File: src/hw/sacc_pkg.sv
// Package with register map, field layout, reset values and types of the converter control.
package sacc_pkg;

	localparam logic [7:0] CHAN_ADDR    = 8'hBB;
	localparam logic [7:0] CONFIG_ADDR  = 8'hBC;
	localparam logic [7:0] RESULT_ADDR  = 8'hBE;
	localparam logic [7:0] CONTROL_ADDR = 8'hE8;

	localparam logic [7:0] CHAN_RESET    = 8'h00;
	localparam logic [7:0] CONFIG_RESET  = 8'hF8;
	localparam logic [7:0] RESULT_RESET  = 8'h00;
	localparam logic [7:0] CONTROL_RESET = 8'h00;

	// Control register bit positions.
	localparam int CTL_ENABLE_BIT = 7;
	localparam int CTL_TRACK_BIT  = 6;
	localparam int CTL_DONE_BIT   = 5;
	localparam int CTL_BUSY_BIT   = 4;
	localparam int CTL_SRC_LSB    = 0;
	// Config register field positions.
	localparam int CFG_DIV_LSB    = 3;
	localparam int CFG_GAIN_LSB   = 0;
	// Channel register field positions.
	localparam int CHAN_NEG_LSB   = 4;
	localparam int CHAN_POS_LSB   = 0;

	localparam logic [2:0] SRC_SOFTWARE = 3'h0;
	localparam logic [2:0] SRC_TIMER0   = 3'h1;
	localparam logic [2:0] SRC_TIMER2   = 3'h2;
	localparam logic [2:0] SRC_TIMER1   = 3'h3;

	localparam logic [1:0] TRACK_SAR_CLOCKS = 2'h3;
	localparam logic [2:0] RESULT_MSB       = 3'h7;

	typedef enum logic [1:0] {
		SACC_GAIN_HALF,
		SACC_GAIN_ONE,
		SACC_GAIN_TWO,
		SACC_GAIN_FOUR
	} sacc_gain_e;

	typedef struct packed {
		logic       converter_enable_bit;
		logic       track_mode_select;
		logic       conversion_done_flag;
		logic [2:0] start_source_select;
	} sacc_ctrl_s;

	typedef struct packed {
		logic [4:0] sar_clock_divider;
		sacc_gain_e gain_select_field;
	} sacc_cfg_s;

	typedef struct packed {
		logic [3:0] negative_input_select;
		logic [3:0] positive_input_select;
	} sacc_chan_s;

endpackage

File: src/hw/sacc_top.sv
// Conversion control for an 8-bit successive-approximation converter.
// How it works
// - Converter runs only while enable bit set.
// - Ground negative input means single-ended mode.
// - Single-ended result is unsigned eight bits.
// - Differential result is two's complement eight bits.
// - Gain half, one, two, four; resets half.
// - SAR clock is system clock over divider+1.
// - Start source chosen by start select field.
// - Busy reads one throughout each conversion.
// - Busy falling edge at completion sets the done flag.
// - Result valid once done flag reads one.
// - Timer 2 overflow byte follows its mode.
// - Normal mode tracks except while converting.
// - Low-power mode tracks three SAR clocks first.
// - Low-power strobe mode tracks while strobe low.
// - Tracking shuts down in standby.
// - Positive mux: pins, sensor, supply; negative: pins, ground.
// - Gain field codes map half to four.
// - Start field codes: software, timers, strobe.
// - Positive select codes; upper six reserved.
// - Negative select top bit selects ground.
`timescale 1ns/1ps
`default_nettype none

module sacc_top
(
	input  wire logic        clock,
	input  wire logic        rst_b,
	input  wire logic [7:0]  addr,
	input  wire logic [7:0]  wdata,
	input  wire logic        wr_stb,
	input  wire logic        rd_stb,
	output logic      [7:0]  rdata,
	input  wire logic        timer0_ovf,
	input  wire logic        timer1_ovf,
	input  wire logic        timer2_low_ovf,
	input  wire logic        timer2_high_ovf,
	input  wire logic        timer2_split_mode,
	input  wire logic        external_convert_strobe,
	input  wire logic        standby_mode,
	input  wire logic        comparator_high,
	output logic             converter_powered,
	output logic             track_active,
	output logic             differential_mode,
	output logic      [7:0]  dac_code,
	output logic      [3:0]  positive_input_select,
	output logic      [3:0]  negative_input_select,
	output logic      [1:0]  gain_select_field,
	output logic             conversion_busy_bit,
	output logic             conversion_done_flag,
	output logic             conversion_done_pulse
);

	typedef enum logic [1:0] {
		SACC_IDLE,
		SACC_TRACK,
		SACC_CONVERT
	} sacc_state_e;

	// Short local names for the carrier types, since nothing is imported from the package.
	typedef sacc_pkg::sacc_ctrl_s sacc_ctrl_s;
	typedef sacc_pkg::sacc_cfg_s  sacc_cfg_s;
	typedef sacc_pkg::sacc_chan_s sacc_chan_s;
	typedef sacc_pkg::sacc_gain_e sacc_gain_e;

	sacc_ctrl_s  ctrl_reg;
	sacc_ctrl_s  ctrl_next;
	sacc_cfg_s   cfg_reg;
	sacc_cfg_s   cfg_next;
	sacc_chan_s  chan_reg;
	sacc_chan_s  chan_next;
	logic [7:0]  result_reg;
	logic [7:0]  result_next;
	logic [7:0]  rdata_reg;
	logic [7:0]  rdata_next;

	sacc_state_e state_reg;
	sacc_state_e state_next;
	logic [4:0]  div_cnt_reg;
	logic [4:0]  div_cnt_next;
	logic [1:0]  track_cnt_reg;
	logic [1:0]  track_cnt_next;
	logic [2:0]  bit_idx_reg;
	logic [2:0]  bit_idx_next;
	logic [7:0]  trial_reg;
	logic [7:0]  trial_next;
	logic        diff_reg;
	logic        diff_next;
	logic        busy_reg;
	logic        busy_next;
	logic        pulse_reg;
	logic        pulse_next;
	logic        track_reg;
	logic        track_next;

	logic [2:0]  strobe_sync_reg;
	logic        strobe_level_reg;
	logic        strobe_level_next;

	logic        sar_tick;
	logic        start_event;
	logic        strobe_rise;
	logic        use_strobe;
	logic        write_ctrl;
	logic        completes;
	logic        neg_is_ground;

	assign write_ctrl    = wr_stb && (addr == sacc_pkg::CONTROL_ADDR);
	assign use_strobe    = ctrl_reg.start_source_select[2];
	assign neg_is_ground = chan_reg.negative_input_select[3];
	assign sar_tick      = (div_cnt_reg == cfg_reg.sar_clock_divider);
	assign strobe_rise   = strobe_level_next && !strobe_level_reg;
	assign completes     = (state_reg == SACC_CONVERT) && sar_tick && (bit_idx_reg == 3'h0);

	// The first synchroniser stage is only ever read by the second.
	always_ff @(posedge clock or negedge rst_b)
	begin
		// Resetting to the idle high level keeps a false rise away after reset.
		if (!rst_b)
			strobe_sync_reg <= 3'h7;
		else
			strobe_sync_reg <= {strobe_sync_reg[1:0], external_convert_strobe};
	end

	// The filtered strobe level moves only when the last two stages agree.
	always_comb
	begin
		strobe_level_next = strobe_level_reg;
		if (strobe_sync_reg[1] == strobe_sync_reg[2])
			strobe_level_next = strobe_sync_reg[2];
	end

	// Start event selection.
	always_comb
	begin
		start_event = 1'b0;
		if (use_strobe)
			start_event = strobe_rise;
		else
		begin
			unique case (ctrl_reg.start_source_select)
				sacc_pkg::SRC_SOFTWARE:
					start_event = write_ctrl && wdata[sacc_pkg::CTL_BUSY_BIT];
				sacc_pkg::SRC_TIMER0:
					start_event = timer0_ovf;
				sacc_pkg::SRC_TIMER2:
					start_event = timer2_split_mode ? timer2_low_ovf : timer2_high_ovf;
				default:
					start_event = timer1_ovf;
			endcase
		end
	end

	// Conversion sequencer: divider, tracking window and bit trials.
	always_comb
	begin
		state_next     = state_reg;
		div_cnt_next   = sar_tick ? 5'h00 : div_cnt_reg + 5'h01;
		track_cnt_next = track_cnt_reg;
		bit_idx_next   = bit_idx_reg;
		trial_next     = trial_reg;
		diff_next      = diff_reg;
		result_next    = result_reg;
		busy_next      = busy_reg;
		pulse_next     = 1'b0;
		if (wr_stb && (addr == sacc_pkg::RESULT_ADDR))
			result_next = wdata;
		unique case (state_reg)
			SACC_IDLE:
			begin
				if (start_event)
				begin
					diff_next    = !neg_is_ground;
					bit_idx_next = sacc_pkg::RESULT_MSB;
					trial_next   = 8'h80;
					div_cnt_next = 5'h00;
					busy_next    = 1'b1;
					if (ctrl_reg.track_mode_select && !use_strobe)
					begin
						state_next     = SACC_TRACK;
						track_cnt_next = sacc_pkg::TRACK_SAR_CLOCKS - 2'h1;
					end
					else
						state_next = SACC_CONVERT;
				end
			end
			SACC_TRACK:
			begin
				if (sar_tick)
				begin
					if (track_cnt_reg == 2'h0)
						state_next = SACC_CONVERT;
					else
						track_cnt_next = track_cnt_reg - 2'h1;
				end
			end
			SACC_CONVERT:
			begin
				if (sar_tick)
				begin
					// Keep the trial bit if the input sits above the trial level.
					trial_next[bit_idx_reg] = comparator_high;
					if (bit_idx_reg != 3'h0)
					begin
						trial_next[bit_idx_reg - 3'h1] = 1'b1;
						bit_idx_next = bit_idx_reg - 3'h1;
					end
					else
					begin
						// Offset binary from the array becomes two's complement
						// by flipping the sign bit in differential mode.
						result_next = {trial_reg[7:1], comparator_high}
							^ {diff_reg, 7'h00};
						state_next  = SACC_IDLE;
						busy_next   = 1'b0;
						pulse_next  = 1'b1;
					end
				end
			end
			default:
				state_next = SACC_IDLE;
		endcase
		// Disabling aborts the sequence without reporting completion.
		if (!ctrl_reg.converter_enable_bit)
		begin
			state_next   = SACC_IDLE;
			busy_next    = 1'b0;
			pulse_next   = 1'b0;
			div_cnt_next = 5'h00;
			result_next  = result_reg;
			if (wr_stb && (addr == sacc_pkg::RESULT_ADDR))
				result_next = wdata;
		end
	end

	// Tracking switch control.
	always_comb
	begin
		track_next = 1'b0;
		if (ctrl_reg.converter_enable_bit && !standby_mode)
		begin
			if (!ctrl_reg.track_mode_select)
				track_next = (state_next == SACC_IDLE);
			else if (use_strobe)
				track_next = (state_next == SACC_IDLE) && !strobe_level_next;
			else
				track_next = (state_next == SACC_TRACK);
		end
	end

	// Register writes and the sticky done flag.
	always_comb
	begin
		ctrl_next = ctrl_reg;
		cfg_next  = cfg_reg;
		chan_next = chan_reg;
		if (write_ctrl)
		begin
			ctrl_next.converter_enable_bit = wdata[sacc_pkg::CTL_ENABLE_BIT];
			ctrl_next.track_mode_select    = wdata[sacc_pkg::CTL_TRACK_BIT];
			ctrl_next.conversion_done_flag = wdata[sacc_pkg::CTL_DONE_BIT];
			ctrl_next.start_source_select  = wdata[sacc_pkg::CTL_SRC_LSB +: 3];
		end
		if (wr_stb && (addr == sacc_pkg::CONFIG_ADDR))
		begin
			cfg_next.sar_clock_divider = wdata[sacc_pkg::CFG_DIV_LSB +: 5];
			cfg_next.gain_select_field = sacc_gain_e'(wdata[sacc_pkg::CFG_GAIN_LSB +: 2]);
		end
		if (wr_stb && (addr == sacc_pkg::CHAN_ADDR))
		begin
			chan_next.negative_input_select = wdata[sacc_pkg::CHAN_NEG_LSB +: 4];
			chan_next.positive_input_select = wdata[sacc_pkg::CHAN_POS_LSB +: 4];
		end
		// Completion in the same cycle as a clearing write still leaves it set.
		if (pulse_next)
			ctrl_next.conversion_done_flag = 1'b1;
	end

	// Read data stand in the cycle after the strobe only.
	always_comb
	begin
		rdata_next = 8'h00;
		if (rd_stb)
		begin
			unique case (addr)
				sacc_pkg::CONTROL_ADDR:
					rdata_next = {ctrl_reg.converter_enable_bit, ctrl_reg.track_mode_select,
						ctrl_reg.conversion_done_flag, busy_reg, 1'b0,
						ctrl_reg.start_source_select};
				sacc_pkg::CONFIG_ADDR:
					rdata_next = {cfg_reg.sar_clock_divider, 1'b0, cfg_reg.gain_select_field};
				sacc_pkg::CHAN_ADDR:
					rdata_next = chan_reg;
				sacc_pkg::RESULT_ADDR:
					rdata_next = result_reg;
				default:
					rdata_next = 8'h00;
			endcase
		end
	end

	always_ff @(posedge clock or negedge rst_b)
	begin
		if (!rst_b)
		begin
			ctrl_reg         <= sacc_ctrl_s'({
				sacc_pkg::CONTROL_RESET[sacc_pkg::CTL_ENABLE_BIT -: 3],
				sacc_pkg::CONTROL_RESET[sacc_pkg::CTL_SRC_LSB +: 3]});
			cfg_reg          <= sacc_cfg_s'({
				sacc_pkg::CONFIG_RESET[sacc_pkg::CFG_DIV_LSB +: 5],
				sacc_pkg::CONFIG_RESET[sacc_pkg::CFG_GAIN_LSB +: 2]});
			chan_reg         <= sacc_pkg::CHAN_RESET;
			result_reg       <= sacc_pkg::RESULT_RESET;
			rdata_reg        <= 8'h00;
			state_reg        <= SACC_IDLE;
			div_cnt_reg      <= 5'h00;
			track_cnt_reg    <= 2'h0;
			bit_idx_reg      <= 3'h0;
			trial_reg        <= 8'h00;
			diff_reg         <= 1'b0;
			busy_reg         <= 1'b0;
			pulse_reg        <= 1'b0;
			track_reg        <= 1'b0;
			strobe_level_reg <= 1'b1;
		end
		else
		begin
			ctrl_reg         <= ctrl_next;
			cfg_reg          <= cfg_next;
			chan_reg         <= chan_next;
			result_reg       <= result_next;
			rdata_reg        <= rdata_next;
			state_reg        <= state_next;
			div_cnt_reg      <= div_cnt_next;
			track_cnt_reg    <= track_cnt_next;
			bit_idx_reg      <= bit_idx_next;
			trial_reg        <= trial_next;
			diff_reg         <= diff_next;
			busy_reg         <= busy_next;
			pulse_reg        <= pulse_next;
			track_reg        <= track_next;
			strobe_level_reg <= strobe_level_next;
		end
	end

	assign rdata                 = rdata_reg;
	assign converter_powered     = ctrl_reg.converter_enable_bit;
	assign track_active          = track_reg;
	assign differential_mode     = diff_reg;
	assign dac_code              = trial_reg;
	assign positive_input_select = chan_reg.positive_input_select;
	assign negative_input_select = chan_reg.negative_input_select;
	assign gain_select_field     = cfg_reg.gain_select_field;
	assign conversion_busy_bit   = busy_reg;
	assign conversion_done_flag  = ctrl_reg.conversion_done_flag;
	assign conversion_done_pulse = pulse_reg;

endmodule

`default_nettype wire

File: config.mk
export PLATFORM = sky130hd
export DESIGN_NAME = sacc_top
export DESIGN_NICKNAME = d
export VERILOG_FILES = /design/src/hw/sacc_pkg.sv /design/src/hw/sacc_top.sv
export SDC_FILE = /design/constraint.sdc
export NUM_CORES = 1
export LEC_CHECK = 0
export BUFFER_PORTS_ARGS = -buffer_cell sky130_fd_sc_hd__buf_2
export CAP_MARGIN = 20
export CORE_AREA = 2 2 91 93
export DETAILED_ROUTE_END_ITERATION = 16
export DIE_AREA = 0 0 93 95
export PLACE_DENSITY = 0.69
export SYNTH_ARGS = -nofsm -noshare
export SYNTH_HDL_FRONTEND = slang
export SYNTH_SLANG_ARGS = --single-unit
File: constraint.sdc
create_clock -name clock -period 2.28 [get_ports clock]
set_clock_uncertainty 0.15 [all_clocks]
set_input_delay 0.456 -clock clock [delete_from_list [all_inputs] [get_ports clock]]
set_output_delay 0.456 -clock clock [all_outputs]
set_load 0.05 [all_outputs]
Yosys cells after proc, flatten, opt, wreduce, memory -nomap -nowiden
Index checks and enable logic that the tools add are counted.
{"block": "op_classes", "n_mux": 55, "mul": 0, "n_eq_ne": 21, "n_addsub": 3, "order_cmp": 4, "reduce_logical": 29, "n_shift": 0, "bitwise_logic": 2, "div": 0}
{"operator": "two-way mux 8 bit", "count": 9}
{"operator": "equality test 8 bit (second input constant)", "count": 4}
{"operator": "case mux 8 bit (4 select lines)", "count": 1}
{"operator": "two-way mux 2 bit", "count": 11}
{"operator": "two-way mux 5 bit", "count": 4}
{"operator": "two-way mux 1 bit", "count": 17}
{"operator": "case mux 8 bit (2 select lines)", "count": 1}
{"operator": "logical AND 1 bit", "count": 11}
{"operator": "inequality test 2 bit (second input constant)", "count": 5}
{"operator": "two-way mux 3 bit", "count": 3}
{"operator": "inequality test 3 bit (second input constant)", "count": 3}
{"operator": "bitwise mux 8 bit", "count": 1}
{"operator": "less-than comparator 3 x 4 -> 1 bit (second input constant)", "count": 2}
{"operator": "OR 8 bit", "count": 1}
{"operator": "AND reduction 4 bit", "count": 2}
{"operator": "XOR 8 bit", "count": 1}
{"operator": "demux 1 bit (select 3 bit)", "count": 2}
{"operator": ">= comparator 3 x 1 -> 1 bit (second input constant)", "count": 2}
{"operator": "logical NOT 2 bit", "count": 3}
{"operator": "case mux 2 bit (3 select lines)", "count": 1}
{"operator": "case mux 3 bit (2 select lines)", "count": 1}
{"operator": "nonzero test 2 bit", "count": 3}
{"operator": "adder 5 x 1 -> 5 bit (second input constant)", "count": 1}
{"operator": "equality test 5 bit", "count": 1}
{"operator": "19 further kinds", "count": 24}
{"block": "word_totals", "inputBits": 28, "rom_bits": 0, "ramBits": 0, "regBits": 65, "elab_cells": 135, "latch_bits": 0, "n_memories": 0}

Depth between registers and ports, before layout
{"block": "logic_depth", "depth_word": 13, "mapped_depth": 9, "mapped_depth_nobuf": 7}

Least setup slack after synthesis
OpenSTA, ideal clock, no wires.
{"block": "synth_path", "kind": "reg-to-reg", "from": "reg bit_idx_reg[0]", "to": "reg trial_reg[1], in the netlist dac_code[1]", "path_buffers": 2, "setup_slack_ns": -0.205, "period_less_slack_ns": 2.485, "arrival_ns": 2.269, "required_ns": 2.064, "path_stages_with_launch": 10, "cell_sequence": "dfrtp_1 clkbuf_1 inv_1 ha_1 clkbuf_1 or4b_2 a21oi_1 a31oi_1 a21oi_1 o22a_1"}
{"block": "synth_via", "elab_chain_cells": 9, "word_cells_on_any_way": 17}
{"element": "from (decl)", "line_no": "sacc_top.sv:84", "text": "logic [2:0] bit_idx_reg;"}
{"element": "from (signal assigned)", "line_no": "sacc_top.sv:337", "text": "bit_idx_reg <= bit_idx_next;"}
{"element": "subtractor 3 x 1 -> 3 bit (tied with other cells)", "line_no": "sacc_top.sv:206", "text": "trial_next[bit_idx_reg - 3'h1] = 1'b1;"}
{"element": "less-than comparator 3 x 4 -> 1 bit (not written as such) (tied with other cells)", "line_no": "sacc_top.sv:206"}
{"element": "logical AND 1 bit (not written as such) or two-way mux 1 bit (tied branches)", "line_no": "sacc_top.sv:206, sacc_top.sv:203"}
{"element": "two-way mux 1 bit (not written as such) or demux 1 bit (select 3 bit) (tied branches)", "line_no": "sacc_top.sv:206, sacc_top.sv:203"}
{"element": "demux 1 bit (select 3 bit) or bitwise mux 8 bit (tied branches)", "line_no": "sacc_top.sv:206, sacc_top.sv:203"}
{"element": "OR 8 bit (no source line)"}
{"element": "two-way mux 8 bit *", "line_no": "sacc_top.sv:204", "text": "if (bit_idx_reg != 3'h0)"}
{"element": "two-way mux 8 bit *", "line_no": "sacc_top.sv:200", "text": "if (sar_tick)"}
{"element": "case mux 8 bit (2 select lines) *", "line_no": "sacc_top.sv:169", "text": "unique case (state_reg)"}
{"element": "to (signal assigned)", "line_no": "sacc_top.sv:338", "text": "trial_reg <= trial_next;"}
{"element": "to (decl)", "line_no": "sacc_top.sv:86", "text": "logic [7:0] trial_reg;"}
Mark *: on every way between the ends. The rest lies on a longest branch, timed or not. The select of a mux whose other input is x is not followed.
A chain may end at the register's enable or synchronous reset.

Final worst setup path
{"block": "layout_path", "from": "reg bit_idx_reg[1]", "to": "reg trial_reg[1], in the netlist dac_code[1]"}
The elaborated chain is that of the path after synthesis.

==> results.toml <==
[run_status]
status = "complete, no violations"

[run]
maxCapViolCount = 0

[sta]
fmax_mhz = 472
min_period_ps = 2120
slew_violations = 0
tightest_slew_ps = 1150
setup_violations = 0
hold_viol_final = 0
fin_crit_sh_pct = 92.9
max_slew_margin_pct = 22.5
whs_ps = 56.2
rsz0062_at_grt = "no"

[critical_path]
cpPeakStageDelay_ps = 610
critPathCapture = "dac_code[1]"
cp-startpoint = "bit_idx_reg[1]"
crit_type = "reg2reg"
ff2ff_path_depth = 8
path_common_cell = "a21oi_1"
critPathLaunchType = "flop"
rr_endpoint = "dac_code[1]"
crit_chain = "inv_1, buf_4, ha_1, or4b_2, a21oi_1, a31oi_1, a21oi_1, o22a_1"
required_ps = 2410
r2r_start = "bit_idx_reg[1]"
worstPathMaxFanout = 4
critPathSlowestCell = "or4b_2"
cp-end-kind = "flop"
r2r_slack_ps = 160
arrival_ps = 2250

[synthesis]
synth_top_area_share_pct = 41.0
synthArstFlopShare_pct = 100
synth_area_leader_cell = "dfrtp_1"
synth_area_leaders = "dfrtp_1, dfstp_2, mux2_2"
ys_seq_elements = 65
synth.net_count = 368
ys.flop_type = "dfrtp_1"
yosysWarnings = 0
ys_seq_area_share_pct = 47.9
avgSynthCellArea_sq_um = 10.2
syn_inst = 336
synth_edf_count = 0
syn-cell-area_sq_um = 3420
ys_types = 56

[global_route]
grt-ovfl-total = 0
grt_usage_pct = 20.6
grt_pass1_wl_microns = 14100
grt_start_max_net_pins = 32
antenna_found_initial = 0
grt_pass1_vias = 2921

[power_and_ir_drop]
power_frac_comb_pct = 31.3
p_int_mw = 2.17
p_clk_share_pct = 28.6
p_per_area_nw_per_um2 = 814
leakagePower_nw = 2.04
worst_ir_drop_vdd_mv = 0.433
seqPwrFrac_pct = 40.0
net-switching-power_mw = 1.28
p_sw_share_pct = 37.1

[route]
drt_iter0_drc = 129
vias = 2978
drc = 0
avgViaCountPerCell = 5.60
wl_microns = 8590
drtAntennaViolNets = 0
wl_per_cell_microns = 16.2
drtPass1Iterations = 5

[final_layout]
fillers = 757
regArea_sq_um = 1640
fin_util_pct = 53.6
multi_input_area_sq_um = 1670
synthToLayoutAreaGrowth_pct = 24.3
insertedDiodeCount = 0
finalNetCount = 454
drive_gt1_share_pct = 35.4

[placement]
portBuffers = 59
routabilityCongestion = 0.931
place_hpwl_microns = 6380

[clocking]
cts_max_level = 3
clk_pin_slew_worst_paths_ps = 70
cts_buffer_depth = 2
insertion_delay_ps = 350
clock_sinks = 65
cts_root_buffer = "clkbuf_8"
cts_tree = "built"
cts_buffers = 9
post_cts_buffers = 0

[die]
core_sq_um = 7930
dieArea_sq_um = 8840
fp-row-count = 33
initial_utilization_pct = 43.1
die_y_microns = 95
io_pins = 60
die_w_microns = 93

[min_path]
hold_path.class = "in2reg"
layout make-up:
type                       count  area share [%]
inverter                      12            1.06
sequential                    65            38.6
timing repair buffer          92            13.1
tap                          105            3.09
multi-input combinational    242            39.4
clock buffer                   9            2.92
clock inverter                 7            1.83
cell usage in the layout, fill, tap and decap left out, drive strengths merged, types with 10 or more instances in the layout:
master / count
a21oi: 31
a31oi: 12
buf: 91
dfrtp: 56
inv: 14
mux2: 21
nand2: 27
nor2: 31
nor2b: 11
o21ai: 10
through the flow:
stage | power [mW] | cell area [sq um] | TNS (ps) | std cells | worst slack (ps)
finish | 3.46 | 4250 | 0 | 532 | 161
floorplan | 2.13 | 3420 | 0 | 336 | 0.298
CTS | 3.47 | 4230 | 0 | 532 | 104
global route | 3.63 | 4250 | 0 | 532 | 4.81
global placement | 2.46 | 4020 | -620 | 515 | -52.6
detailed placement | 2.47 | 4020 | -1320 | 515 | -108
logic make-up (layout without fill, tap and decap cells):
kind of cell,count (synthesis),after routing,share of synthesized area [%]
buffers and inverters,29,120,3.62
multiplexers,30,30,9.56
flip-flops,65,65,47.9
adder cells (fa/ha/maj),5,5,1.76
AND/OR/NAND/NOR,105,105,16.3
AO/OA/AOI/OAI,92,92,18.3
XOR/XNOR,10,10,2.56
power by group through the flow:
stage,registers [mW],logic (mW),clock network [mW]
2_1_floorplan,1.64,0.483,0
3_3_place_gp,1.40,1.05,0
3_5_place_dp,1.40,1.07,0
4_1_cts,1.38,1.07,1.02
5_1_grt,1.40,1.17,1.06
6_report,1.38,1.08,0.990
synth_stat cells (2+ instances only):
master     count
a21o_1         2
a21oi_1       31
a221oi_1       2
a222oi_1       5
a22oi_1        5
a2bb2oi_1      3
a311oi_1       2
a31oi_1       12
and3_1         2
and4_1         2
buf_4          2
clkbuf_1      13
dfrtp_1       56
dfstp_2        9
ha_1           4
inv_1         12
mux2_2        21
mux2i_1        9
nand2_1       27
nand2b_1       5
nand3_1        8
nand4_1        2
nor2_1        31
nor2b_1       11
nor3_2         2
nor4_1         2
o21ai_0        9
o22a_1         7
o31ai_1        2
o32a_1         2
or3_1          2
or4b_2         2
xnor2_1        2
xor2_1         8
critical path: cells and delay by family, from the launching register on:
kind	cells	cell delay (ps)
AND/OR/NAND/NOR	1	610
buffers and inverters	2	220
flip-flops	1	360
adder cells (fa/ha/maj)	1	210
AO/OA/AOI/OAI	4	520
worst min-delay path by stage:
| stage | start | end | slack, ps | cells after the start |
|---|---|---|---|---|
| after floorplan | rst_b | bit_idx_reg[0] | 10 | 0 |
| after global placement | strobe_sync_reg[0] | strobe_sync_reg[1] | 200 | 0 |
| after detailed placement | strobe_sync_reg[0] | strobe_sync_reg[1] | 200 | 0 |
| after CTS | external_convert_strobe | strobe_sync_reg[0] | 40 | 1 |
| after global routing | external_convert_strobe | strobe_sync_reg[0] | 50 | 1 |
| final | external_convert_strobe | strobe_sync_reg[0] | 60 | 1 |
what timing repair did:
| item | 4_1_cts | 5_1_grt |
|---|---|---|
| hold endpoints to repair | 17 | 0 |
| endpoints found under the setup margin | 0 | 7 |
| hold buffers | 1 | 0 |
| gates resized for setup | 0 | 3 |
per-layer routing:
layer | share of wire, % | track usage [%] | vias to the layer above
met5 | 0 | 0 | -
met4 | 2.9 | 10.9 | 0
met3 | 6.0 | 4.15 | 20
met2 | 47 | 33.3 | 103
met1 | 44 | 26.2 | 1448
li1 | - | - | 1407
No activity file was read; power rests on OpenSTA's default activity.
